### config.mk
export PLATFORM = sky130hd
export DESIGN_NAME = lict_top
export DESIGN_NICKNAME = d
export VERILOG_FILES = /design/src/common/lict_pkg.sv /design/src/hdl/lict_top.sv /design/src/hdl/lict_prio_enc.sv /design/src/hdl/lict_timer.sv
export VERILOG_INCLUDE_DIRS = /design/src /design/src/common
export SDC_FILE = /design/constraint.sdc
export NUM_CORES = 2
export LEC_CHECK = 0
export ABC_AREA = 1
export BUFFER_PORTS_ARGS = -buffer_cell sky130_fd_sc_hd__buf_4
export CORE_ASPECT_RATIO = 0.9
export CORE_MARGIN = 2
export CORE_UTILIZATION = 48
export DETAILED_ROUTE_END_ITERATION = 16
export PLACE_DENSITY_LB_ADDON = 0.1
export SYNTH_ARGS = -nofsm -noshare
export SYNTH_HDL_FRONTEND = slang
export SYNTH_SLANG_ARGS = --single-unit
### constraint.sdc
create_clock -name i_core_clk -period 31.9 [get_ports i_core_clk]
set_clock_uncertainty 0.1 [all_clocks]
set_input_delay 1.595 -clock i_core_clk [delete_from_list [all_inputs] [get_ports i_core_clk]]
set_output_delay 1.595 -clock i_core_clk [all_outputs]
set_load 0.01 [all_outputs]
### src/common/lict_defines.svh
// constants for the local interrupt controller with timer
// assumes inclusion by bare name from the package and design files
`ifndef LICT_DEFINES_SVH
`define LICT_DEFINES_SVH

// ---------------------------------------------------------------
// vector space and priority classes
// ---------------------------------------------------------------
`define LICT_NUM_VEC 256
`define LICT_VEC_W 8
`define LICT_CLASS_LSB 4
`define LICT_CLASS_SIZE 16
`define LICT_FIRST_LEGAL 8'h10
`define LICT_MAX_PER_CLASS 6'h02

// ---------------------------------------------------------------
// command register fields
// ---------------------------------------------------------------
`define LICT_SH_NONE 2'h0
`define LICT_SH_SELF 2'h1
`define LICT_DM_PHYS 1'b0
`define LICT_DM_LOGIC 1'b1
`define LICT_DFR_FLAT 4'hf
`define LICT_DFR_CLUSTER 4'h0

// ---------------------------------------------------------------
// timer
// ---------------------------------------------------------------
`define LICT_TMR_W 32
`define LICT_DIV_SEL_W 3
`define LICT_PRESC_W 7

// ---------------------------------------------------------------
// reset values
// ---------------------------------------------------------------
`define LICT_CTRL_ID 4'h0
`define LICT_COUNT_RST 32'h0000_0000

`endif

### src/common/lict_pkg.sv
// types shared by the local interrupt controller files
// assumes lict_defines.svh is on the include path
`include "lict_defines.svh"

package lict_pkg;

   // ------------------------------------------------------------
   // timer state
   // ------------------------------------------------------------
   typedef struct packed {
      logic [`LICT_PRESC_W-1:0] presc;
      logic [`LICT_TMR_W-1:0] count;
      logic running;
      logic fire;
   } lict_timer_st_t;

   // ------------------------------------------------------------
   // controller state
   // ------------------------------------------------------------
   typedef struct packed {
      logic [`LICT_NUM_VEC-1:0] req;
      logic [`LICT_NUM_VEC-1:0] insvc;
      logic [`LICT_NUM_VEC-1:0] trig;
      logic timer_pend;
      logic cmd_pend;
      logic [`LICT_VEC_W-1:0] cmd_vec;
      logic cmd_level;
      logic illegal_vec;
      logic disp_valid;
      logic [`LICT_VEC_W-1:0] disp_vec;
      logic eoi_bc;
      logic [`LICT_VEC_W-1:0] eoi_vec;
      logic [3:0] processor_priority_register;
   } lict_ctrl_st_t;

endpackage

### src/hdl/lict_top.sv
// local interrupt controller with timer for one processor core
// assumes all inputs are driven by logic on i_core_clk;
// the core pulses i_eoi_wr at the end of each handler
//
// Overview of operation
// - 32-bit down counter clocked by core clock over the programmed divisor.
// - one-shot: writing initial count loads current count and starts counting.
// - one-shot: at zero raise timer interrupt and hold zero until rewritten.
// - periodic: at zero raise interrupt, reload from initial count, repeat.
// - writing initial count mid-countdown restarts from the new value.
// - timer interrupt uses the table vector; its mask suppresses delivery.
// - command shorthand 2'b01 delivers the commanded interrupt to this core.
// - interrupts for other processors are neither sent nor received.
// - destination mode 0 physical, 1 logical; physical id in bits 59:56.
// - logical mode accepts by matching address against logical/format regs.
// - priority class is vector over 16, 1 lowest, 15 highest.
// - dispatch only classes above task priority; 0 admits, 15 blocks all.
// - processor priority is max of top in-service class and task priority.
// - 256-bit request and in-service vectors; accepting sets request bit.
// - when core ready, move top request to in-service and dispatch it.
// - end-of-interrupt write clears top in-service bit; requests still queue.
// - same vector may sit in both; at most two per class, rest rejected.
// - higher class than in-service dispatches at once if core enabled.
// - on accept, trigger bit cleared for edge, set for level sources.
// - end-of-interrupt on a level vector broadcasts to external controllers.
// - vectors 0 to 15 flag an illegal-vector error.
// - a software enable flag gates arrivals and dispatch; timer and command latch keep running.
`timescale 1ns/1ps
`default_nettype none
`include "lict_defines.svh"

module lict_top
   import lict_pkg::*;
#(
   parameter int NUM_VEC = `LICT_NUM_VEC,
   parameter logic [3:0] CTRL_ID = `LICT_CTRL_ID
) (
   input wire logic i_core_clk,
   input wire logic i_rst_n,
   // global enable and priority
   input wire logic i_sw_enable,
   input wire logic [3:0] i_task_priority,
   output logic [3:0] o_proc_priority,
   // timer configuration
   input wire logic [`LICT_DIV_SEL_W-1:0] i_div_sel,
   input wire logic [`LICT_VEC_W-1:0] i_lvt_vector,
   input wire logic i_lvt_mask,
   input wire logic i_lvt_periodic,
   input wire logic i_init_wr,
   input wire logic [`LICT_TMR_W-1:0] i_init_count,
   output logic [`LICT_TMR_W-1:0] o_cur_count,
   output logic o_timer_running,
   // command register write
   input wire logic i_cmd_wr,
   input wire logic [`LICT_VEC_W-1:0] i_cmd_vector,
   input wire logic i_cmd_level,
   input wire logic i_cmd_dest_mode,
   input wire logic [1:0] i_cmd_shorthand,
   input wire logic [7:0] i_cmd_dest,
   output logic o_cmd_pending,
   // logical destination and format
   input wire logic [7:0] i_logical_dest,
   input wire logic [3:0] i_dest_format,
   // external fixed interrupt source
   input wire logic i_ext_valid,
   input wire logic [`LICT_VEC_W-1:0] i_ext_vector,
   input wire logic i_ext_level,
   output logic o_ext_ready,
   // error status
   input wire logic i_err_clear,
   output logic o_err_illegal_vec,
   // core side
   input wire logic i_core_ready,
   output logic o_dispatch_valid,
   output logic [`LICT_VEC_W-1:0] o_dispatch_vector,
   input wire logic i_eoi_wr,
   output logic o_eoi_broadcast,
   output logic [`LICT_VEC_W-1:0] o_eoi_vector
);

   // ------------------------------------------------------------
   // parameter check
   // ------------------------------------------------------------
   if (NUM_VEC != `LICT_NUM_VEC) begin : g_chk
      $error("lict_top: NUM_VEC must be 256");
   end

   // ------------------------------------------------------------
   // helper functions
   // ------------------------------------------------------------

   // priority class of a vector
   function automatic logic [3:0] class_of(
      input logic [`LICT_VEC_W-1:0] v
   );
      class_of = v[`LICT_VEC_W-1:`LICT_CLASS_LSB];
   endfunction

   // number of queued entries in one class, both vectors counted
   function automatic logic [5:0] class_load(
      input logic [`LICT_NUM_VEC-1:0] rq,
      input logic [`LICT_NUM_VEC-1:0] sv,
      input logic [3:0] cls
   );
      logic [5:0] n;
      n = '0;
      for (int k = 0; k < `LICT_CLASS_SIZE; k++) begin
         n = n + 6'(rq[{cls, 4'(k)}]) + 6'(sv[{cls, 4'(k)}]);
      end
      class_load = n;
   endfunction

   // command destination decode
   function automatic logic cmd_for_me(
      input logic [1:0] sh,
      input logic dm,
      input logic [7:0] dest,
      input logic [7:0] logical_dest_register,
      input logic [3:0] dest_format_register
   );
      logic hit;
      hit = 1'b0;
      if (sh == `LICT_SH_SELF) begin
         hit = 1'b1;
      end else if (sh == `LICT_SH_NONE) begin
         if (dm == `LICT_DM_PHYS) begin
            hit = (dest[3:0] == CTRL_ID);
         end else if (dest_format_register == `LICT_DFR_FLAT) begin
            hit = ((dest & logical_dest_register) != 8'h00);
         end else if (dest_format_register == `LICT_DFR_CLUSTER) begin
            hit = (dest[7:4] == logical_dest_register[7:4]) &&
                  ((dest[3:0] & logical_dest_register[3:0]) != 4'h0);
         end
      end
      // other shorthands address other processors
      cmd_for_me = hit;
   endfunction

   // ------------------------------------------------------------
   // state and submodules
   // ------------------------------------------------------------
   lict_ctrl_st_t st;
   lict_ctrl_st_t next_st;

   logic timer_fire;
   logic req_valid;
   logic [`LICT_VEC_W-1:0] req_top;
   logic svc_valid;
   logic [`LICT_VEC_W-1:0] svc_top;

   lict_timer u_timer (
      .i_core_clk(i_core_clk),
      .i_rst_n(i_rst_n),
      .i_div_sel(i_div_sel),
      .i_periodic(i_lvt_periodic),
      .i_init_wr(i_init_wr),
      .i_init_count(i_init_count),
      .o_cur_count(o_cur_count),
      .o_running(o_timer_running),
      .o_fire(timer_fire)
   );

   lict_prio_enc #(
      .N(`LICT_NUM_VEC)
   ) u_req_enc (
      .i_bits(st.req),
      .o_valid(req_valid),
      .o_index(req_top)
   );

   lict_prio_enc #(
      .N(`LICT_NUM_VEC)
   ) u_svc_enc (
      .i_bits(st.insvc),
      .o_valid(svc_valid),
      .o_index(svc_top)
   );

   // ------------------------------------------------------------
   // processor priority and dispatch gate
   // ------------------------------------------------------------
   logic [3:0] svc_class;
   logic [3:0] processor_priority_register;
   logic do_dispatch;
   logic do_eoi;

   assign svc_class = svc_valid ? class_of(svc_top) : 4'h0;
   assign processor_priority_register = (svc_class > i_task_priority) ?
                svc_class : i_task_priority;
   // a strictly higher class preempts the one in service
   assign do_dispatch = i_sw_enable && i_core_ready && req_valid &&
                        (class_of(req_top) > processor_priority_register);
   assign do_eoi = i_eoi_wr && svc_valid;

   // ------------------------------------------------------------
   // arrival arbitration: timer, then command, then external
   // ------------------------------------------------------------
   logic arr_valid;
   logic [`LICT_VEC_W-1:0] arr_vec;
   logic arr_level;
   logic arr_timer;
   logic arr_cmd;

   assign arr_timer = i_sw_enable && st.timer_pend;
   assign arr_cmd = i_sw_enable && !st.timer_pend && st.cmd_pend;
   assign o_ext_ready = i_sw_enable && !st.timer_pend &&
                        !st.cmd_pend;
   assign arr_valid = arr_timer || arr_cmd ||
                      (o_ext_ready && i_ext_valid);
   assign arr_vec = arr_timer ? i_lvt_vector :
                    arr_cmd ? st.cmd_vec : i_ext_vector;
   // timer entries are edge sources
   assign arr_level = arr_timer ? 1'b0 :
                      arr_cmd ? st.cmd_level : i_ext_level;

   // ------------------------------------------------------------
   // next state
   // ------------------------------------------------------------
   always_comb begin
      next_st = st;
      next_st.disp_valid = 1'b0;
      next_st.eoi_bc = 1'b0;
      next_st.processor_priority_register = processor_priority_register;

      // retire the top in-service entry
      if (do_eoi) begin
         next_st.insvc[svc_top] = 1'b0;
         if (st.trig[svc_top]) begin
            next_st.eoi_bc = 1'b1;
            next_st.eoi_vec = svc_top;
         end
      end

      // move top request into service and hand it to the core
      if (do_dispatch) begin
         next_st.req[req_top] = 1'b0;
         next_st.insvc[req_top] = 1'b1;
         next_st.disp_valid = 1'b1;
         next_st.disp_vec = req_top;
      end

      // consume the arbitrated arrival
      if (arr_timer) begin
         next_st.timer_pend = 1'b0;
      end
      if (arr_cmd) begin
         next_st.cmd_pend = 1'b0;
      end
      if (i_err_clear) begin
         next_st.illegal_vec = 1'b0;
      end
      if (arr_valid) begin
         if (arr_vec < `LICT_FIRST_LEGAL) begin
            next_st.illegal_vec = 1'b1;
         end else if (class_load(st.req, st.insvc, class_of(arr_vec))
                      < `LICT_MAX_PER_CLASS) begin
            // sets after the dispatch clear so a repeat is kept
            next_st.req[arr_vec] = 1'b1;
            next_st.trig[arr_vec] = arr_level;
         end
         // a third entry in one class is dropped
      end

      // new events set after the consumes above
      if (timer_fire && !i_lvt_mask) begin
         next_st.timer_pend = 1'b1;
      end
      if (i_cmd_wr && cmd_for_me(i_cmd_shorthand, i_cmd_dest_mode,
                                 i_cmd_dest, i_logical_dest,
                                 i_dest_format)) begin
         next_st.cmd_pend = 1'b1;
         next_st.cmd_vec = i_cmd_vector;
         next_st.cmd_level = i_cmd_level;
         if (i_cmd_vector < `LICT_FIRST_LEGAL) begin
            next_st.illegal_vec = 1'b1;
         end
      end
   end

   // ------------------------------------------------------------
   // state register
   // ------------------------------------------------------------
   always_ff @(posedge i_core_clk) begin
      if (!i_rst_n) begin
         st <= '0;
      end else begin
         st <= next_st;
      end
   end

   // ------------------------------------------------------------
   // outputs
   // ------------------------------------------------------------
   assign o_proc_priority = st.processor_priority_register;
   assign o_cmd_pending = st.cmd_pend; // delivery status
   assign o_err_illegal_vec = st.illegal_vec;
   assign o_dispatch_valid = st.disp_valid;
   assign o_dispatch_vector = st.disp_vec;
   assign o_eoi_broadcast = st.eoi_bc;
   assign o_eoi_vector = st.eoi_vec;

endmodule // lict_top

`default_nettype wire

### src/hdl/lict_prio_enc.sv
// highest-set-bit finder over a vector of request bits
// assumes a purely combinational use inside one clock domain
`timescale 1ns/1ps
`default_nettype none

module lict_prio_enc #(
   parameter int N = 256
) (
   input wire logic [N-1:0] i_bits,
   output logic o_valid,
   output logic [$clog2(N)-1:0] o_index
);

   // ------------------------------------------------------------
   // parameter check
   // ------------------------------------------------------------
   if (N < 2) begin : g_chk
      $error("lict_prio_enc: N must be at least 2");
   end

   // ------------------------------------------------------------
   // scan upward so the highest set bit wins
   // ------------------------------------------------------------
   always_comb begin
      o_valid = 1'b0;
      o_index = '0;
      for (int k = 0; k < N; k++) begin
         if (i_bits[k]) begin
            o_valid = 1'b1;
            o_index = k[$clog2(N)-1:0];
         end
      end
   end

endmodule // lict_prio_enc

`default_nettype wire

### src/hdl/lict_timer.sv
// down-counting timer with prescaler, one-shot and periodic modes
// assumes control inputs come from logic on i_core_clk
`timescale 1ns/1ps
`default_nettype none
`include "lict_defines.svh"

module lict_timer
   import lict_pkg::*;
(
   input wire logic i_core_clk,
   input wire logic i_rst_n,
   input wire logic [`LICT_DIV_SEL_W-1:0] i_div_sel,
   input wire logic i_periodic,
   input wire logic i_init_wr,
   input wire logic [`LICT_TMR_W-1:0] i_init_count,
   output logic [`LICT_TMR_W-1:0] o_cur_count,
   output logic o_running,
   output logic o_fire
);

   lict_timer_st_t st;
   lict_timer_st_t next_st;
   logic [`LICT_PRESC_W-1:0] presc_max;
   logic tick;

   // ------------------------------------------------------------
   // time base: clock divided by 2**i_div_sel
   // ------------------------------------------------------------
   assign presc_max = `LICT_PRESC_W'((1 << i_div_sel) - 1);
   assign tick = (st.presc >= presc_max);

   // ------------------------------------------------------------
   // next state
   // ------------------------------------------------------------
   always_comb begin
      next_st = st;
      next_st.fire = 1'b0;
      next_st.presc = tick ? '0 : st.presc + 1'b1;
      if (i_init_wr) begin
         // a write restarts the countdown; zero stops it
         next_st.count = i_init_count;
         next_st.running = (i_init_count != '0);
         next_st.presc = '0;
      end else if (st.running && tick) begin
         if (st.count == `LICT_TMR_W'(1)) begin
            next_st.fire = 1'b1;
            if (i_periodic) begin
               next_st.count = i_init_count;
            end else begin
               next_st.count = '0; // hold at zero
               next_st.running = 1'b0;
            end
         end else begin
            next_st.count = st.count - 1'b1;
         end
      end
   end

   // ------------------------------------------------------------
   // state register
   // ------------------------------------------------------------
   always_ff @(posedge i_core_clk) begin
      if (!i_rst_n) begin
         st <= '0;
      end else begin
         st <= next_st;
      end
   end

   assign o_cur_count = st.count;
   assign o_running = st.running;
   assign o_fire = st.fire;

endmodule // lict_timer

`default_nettype wire

---- After elaboration in Yosys (flattened, before gate mapping) ----
Index checks and enable logic that the tools add are counted.
Widths: inputs -> output; s select.
storage, ports and cells
  register bits ........................... 843
  bits of input ports ..................... 99
  output and inout port bits .............. 58
operators by class
  add/subtract/negate cells ............... 34
  $lt $le $gt $ge ......................... 28
  equality and inequality tests ........... 5
  shifts and indexed selects .............. 1
  multiplexer cells ....................... 1127
  bitwise logic cells ..................... 11
  reductions and logical operators ........ 37
operators by type and width
  kind                   count
  $mux 8                 258
  $mux 256               4
  $mux 7                 128
  $mux 1                 565
  $and 256x256->256      2
  $mux 512               1
  $not 256->256          2
  $or 256x256->256       2
  $mux 6                 64
  $bwmux 256             1
  $lt 8x9->1 const B     19
  $mux 5                 32
  $add 6x1->6            26
  $bmux 1 s4             32
  $mux 4                 18
  $mux 32                2
  $mux 34                1
  $mux 33                1
  $eq 32x1->1 const B    1
  $reduce_bool 32->1     1
  $sub 32x1->32 const B  1
  $demux 1 s8            3
  $ge 8x1->1 const B     3
  $mux 3                 8
  34 further kinds       68

---- Longest topological paths before layout ----
  depth in word-level cells ............... 268
  depth in mapped cells ................... 272
  gate-level depth less buffers ........... 270

---- Hierarchy ----
From an unflattened synthesis, not the netlist that was laid out.
unflattened totals
  cell total of the unflattened synthesis .. 8098
  area, all modules ....................... 51239.1 sq um
modules (own cells, without submodules)
  module         times used  cells an instance  area an instance (sq um)
  lict_top       1           5466               39275.2
  lict_prio_enc  2           963                4015.1
  lict_timer     1           706                3933.8

---- Least setup slack after synthesis ----
OpenSTA, ideal clock, no wires.
  path kind ............................... reg-to-reg
  from .................................... reg st[292] (netlist bit)
  to ...................................... reg st, in the netlist o_eoi_vector[0]
  arrival time ............................ 12.469 ns
  data required time ...................... 31.687 ns
  path slack .............................. 19.218 ns
  cell stages (with the launch flop) ...... 270
  clock period less this slack ............ 12.682 ns
  cells stage by stage .................... dfxtp_1 > inv_1 > nand2_1 > nand2_1 > nand2_1 > nand2_1 > nand2_1 > nand2_1 > nand2_1 > nand2_1 > nand2_1 > nand2_1 > nand2_1 > nand2_1 > nand2_1 > nand2_1 > nand2_1 > nand2_1 > [234 not listed] > nand2_1 > nand2_2 > buf_4 > buf_2 > nand3_1 > nand2_1 > nand3b_1 > nand2_1 > nand2_1 > o21ai_0 > nand2_1 > nor2_1 > nor2_1 > nor2_1 > nand2_2 > buf_6 > nor2_1 > nor2_1
between the ends
  word-level cells in the longest chain between the ends .. 257
  elaborated cells between the ends (all ways) .. 512
  those cells by class .................... mux: 510; reduce/logical: 2
RTL lines
  element                       RTL line             source
  start: declaration            lict_top.sv:142      lict_ctrl_st_t st;
  start signal: assignment      lict_top.sv:287      st <= next_st;
  $mux 2 (2 in series)          lict_prio_enc.sv:28  if (i_bits[k]) begin
  $mux 3 (4 in series)          lict_prio_enc.sv:28
  $mux 4 (8 in series)          lict_prio_enc.sv:28
  $mux 5 (16 in series)         lict_prio_enc.sv:28
  $mux 6 (32 in series)         lict_prio_enc.sv:28
  $mux 7 (64 in series)         lict_prio_enc.sv:28
  $mux 8 (128 in series)        lict_prio_enc.sv:28
  $bmux 1 s8                    lict_top.sv:228      if (st.trig[svc_top]) begin
  $mux 1 (not written as such)  lict_top.sv:228
  $reduce_and 2->1 (no line)    n/a
Several ways; a longest one is shown, not always the timed one. The select of a mux whose other input is x is not followed.
A chain may end at the register's enable or synchronous reset.

---- Worst setup path in the final report ----
  from .................................... reg st[292] (netlist bit)
  to ...................................... reg st, in the netlist o_eoi_vector[7]
between the ends
  word-level cells in the longest chain between the ends .. 257
  elaborated cells between the ends (all ways) .. 512
  those cells by class .................... mux: 510; reduce/logical: 2
RTL lines
  element                       RTL line
  $mux 2 (2 in series)          lict_prio_enc.sv:28
  $mux 3 (4 in series)          lict_prio_enc.sv:28
  $mux 4 (8 in series)          lict_prio_enc.sv:28
  $mux 5 (16 in series)         lict_prio_enc.sv:28
  $mux 6 (32 in series)         lict_prio_enc.sv:28
  $mux 7 (64 in series)         lict_prio_enc.sv:28
  $mux 8 (128 in series)        lict_prio_enc.sv:28
  $bmux 1 s8                    lict_top.sv:228
  $mux 1 (not written as such)  lict_top.sv:228
  $reduce_and 2->1 (no line) *  n/a
Mark *: on every way between the ends. The rest lies on a longest branch, timed or not. The select of a mux whose other input is x is not followed.

==> flow_summary.yaml <==
route:
  antenna_left: 0
  num_vias: 53737
  wl_met3_um: 44600
  drtIter0Drc: 9619
  routed_wl_um: 243000
  wl_met1_um: 101000
  remaining_drc_errors: 0
  wl_per_cell_um: 28.3
  drt_pass1_iterations: 14
  routed.top_layer: "met5"
  viasPerCell: 6.25
  wl_met2_um: 86000
clock_tree:
  post_cts_resized: 0
  worstSkewPairLatency_ns: 0.72
  htree_levels: 3
  clockRootBuffer: "clkbuf_16"
  postCtsSetupBuffers: 0
  cts_sinks: 843
  ctsHoldBuffers: 0
  cts_buffer_depth: 3
  clkTransAtPathRegs_ns: 0.06
  numCtsBuffers: 93
  cts_tree: "built"
sta:
  post-route-period-util: 0.528
  tightest_slew_ns: 1.38
  fmax_mhz: 59.4
  min_period_ns: 16.83
  finalHoldViolCount: 0
  tns_ns: 0
  drv_slew: 0
  setup_violations: 0
  rsz0062_at_grt: "false"
  slew-limit-headroom: 0.0805
die:
  die_area_um2: 99300
  die_w_um: 332
  coreArea_um2: 96200
  start_util: 0.483
  row_count: 108
  die-height_um: 299
  io_pins: 157
grt:
  grt_usage: 0.472
  antenna_found_initial: 8
  grt_pass1_vias: 46566
  overflow: 0
  grt_pass1_wl_um: 342000
  grt_max_degree: 215
final_layout:
  layout_commonest_cell: "nand2_1"
  multi_input_area_um2: 24900
  drive_gt1_frac: 0.0659
  fillers: 9861
  final_area_um2: 51600
  area_growth_pct: 11.0
  final_core_util: 0.536
  nets: 7407
  layout_common_cells: "nand2_1, dfxtp_1, nor2_1"
  ff_latch_area_um2: 16900
worst_setup_path:
  crit_type: "flop to flop"
  worst_setup_path_start_kind: "flop"
  worstSetupEndpointType: "flop"
  critPathSlowestCell: "buf_4"
  cp.arrival_ns: 17.36
  crit_path_max_fanout: 46
  cpMostUsedCell: "nand2_1"
  critPathMaxStageDelay_ns: 0.47
  cp.required_ns: 32.43
power_and_ir_drop:
  ir_drop_v: 0.000152
  p_per_area_nw_per_um2: 66.6
  p_sw_frac: 0.392
  p_leak_uw: 0.0212
  clockPowerShare: 0.346
  p_total_uw: 3430
  power.share.sequential: 0.312
  switchingPower_uw: 1350
  p_comb_frac: 0.342
  intPower_uw: 2090
place:
  place_area_um2: 48300
  io_buffers: 156
  dp_hpwl_um: 184000
  gp_congestion: 1.09
synthesis:
  ys.warnings.count: 0
  ys_ff_latch: 843
  syn_avg_cell_area_um2: 6.31
  syn-num-nets: 7513
  synth.cell_area_um2: 46500
  synth-edff-count: 0
  async_flop_share: 0
  synth_top_flop_cell: "dfxtp_1"
  postSynthCellCount: 7361
  ys_types: 48
  ys_seq_area_frac: 0.363
outcome:
  status: "finished, final reports clean"
job:
  maxCapViolations: 0
worst_hold_path:
  min_path_type: "flop to flop"
-- worst max-delay path: cells and delay by family, from the launching register on --
| family | cells | cell delay, ns |
|---|---|---|
| AND/OR/NAND/NOR | 266 | 14.66 |
| flip-flops | 1 | 0.35 |
| buffers and inverters | 4 | 1.31 |
| AO/OA/AOI/OAI | 1 | 0.18 |
-- cell families after synthesis --
logic type,Yosys count,share of synthesized area
AOI/OAI and AO/OA,1712,0.201
xor gates and xnor gates,29,0.00547
buffers and inverters,1238,0.105
adders and majority gates,53,0.0181
DFF,843,0.363
and+or+nand+nor,3486,0.306
-- synthesized netlist by cell type (4+ instances only) --
cell,count,area share
a21oi_1,782,0.084
and3_1,5,0.00067
buf_2,18,0.0019
o311ai_0,6,0.0011
a211oi_1,11,0.0018
xnor2_1,7,0.0013
nand3b_1,38,0.0061
buf_4,53,0.0086
o21ai_0,519,0.056
a31oi_1,32,0.0043
inv_2,4,0.00032
a21boi_0,6,0.00097
buf_1,43,0.0035
a22oi_1,32,0.0052
o211ai_1,32,0.0052
xor2_1,22,0.0041
nor4_1,30,0.0040
o21bai_1,12,0.0019
dfxtp_1,843,0.36
clkbuf_1,343,0.028
o221ai_1,29,0.0055
nand4_1,136,0.018
a221oi_1,13,0.0025
fa_1,24,0.010
or2_2,12,0.0016
nor2_1,862,0.070
ha_1,29,0.0078
nand2_1,1973,0.16
o31ai_1,12,0.0019
nor3_1,190,0.020
nand2_2,4,0.00054
nand3_1,231,0.025
inv_1,772,0.062
o22ai_1,215,0.029
-- metal layers --
metal	GRT usage	vias to the layer above
met5	0	-
met4	0.193	4
met3	0.245	555
met2	0.577	4121
met1	0.676	25074
li1	-	23983
-- sequential cells by signal, indices dropped and copies added, names as in the netlist --
| name | flops |
|---|---|
| o_eoi_vector | 8 |
| u_timer.st | 7 |
| o_dispatch_valid | 1 |
| st | 778 |
| o_err_illegal_vec | 1 |
| u_timer.o_running | 1 |
| u_timer.o_fire | 1 |
| o_cmd_pending | 1 |
| o_dispatch_vector | 8 |
| u_timer.o_cur_count | 32 |
| o_eoi_broadcast | 1 |
| o_proc_priority | 4 |
-- power groups by stage --
stage                     Sequential, µW  Combinational (µW)  Clock (µW)
after floorplan                     1090                 680           0
after global placement              1090                1110           0
after detailed placement            1090                1100           0
after CTS                           1070                1110        1180
after global routing                1070                1240        1220
final                               1070                1170        1190
-- final timing paths --
check,start,end,slack (ns),depth (start not counted)
max,st[292],o_eoi_vector[7],15.07,271
min,st[35],st[35],0.32,2
max reg2reg,st[292],o_eoi_vector[7],15.07,271
min reg2reg,st[35],st[35],0.32,2
-- per-stage QoR --
step | hold slack, ns | setup WS, ns | std cells
global placement | 0.315 | 15.55 | 8425
finish | 0.324 | 15.07 | 8603
global route | 0.342 | 12.32 | 8599
floorplan | 0.307 | 19.22 | 7361
detailed placement | 0.320 | 15.54 | 8425
CTS | 0.329 | 15.47 | 8599
-- area by class of cell --
| type | count | area share |
|---|---|---|
| multi-input cells | 5280 | 0.483 |
| flip-flops and latches | 843 | 0.327 |
| inverters | 778 | 0.0570 |
| clock buffers | 126 | 0.0506 |
| repair buffers | 259 | 0.0382 |
| well taps | 1265 | 0.0307 |
| clock inverters | 48 | 0.0133 |
| diodes | 4 | 0.000194 |
(Power assumes the default switching activity.)
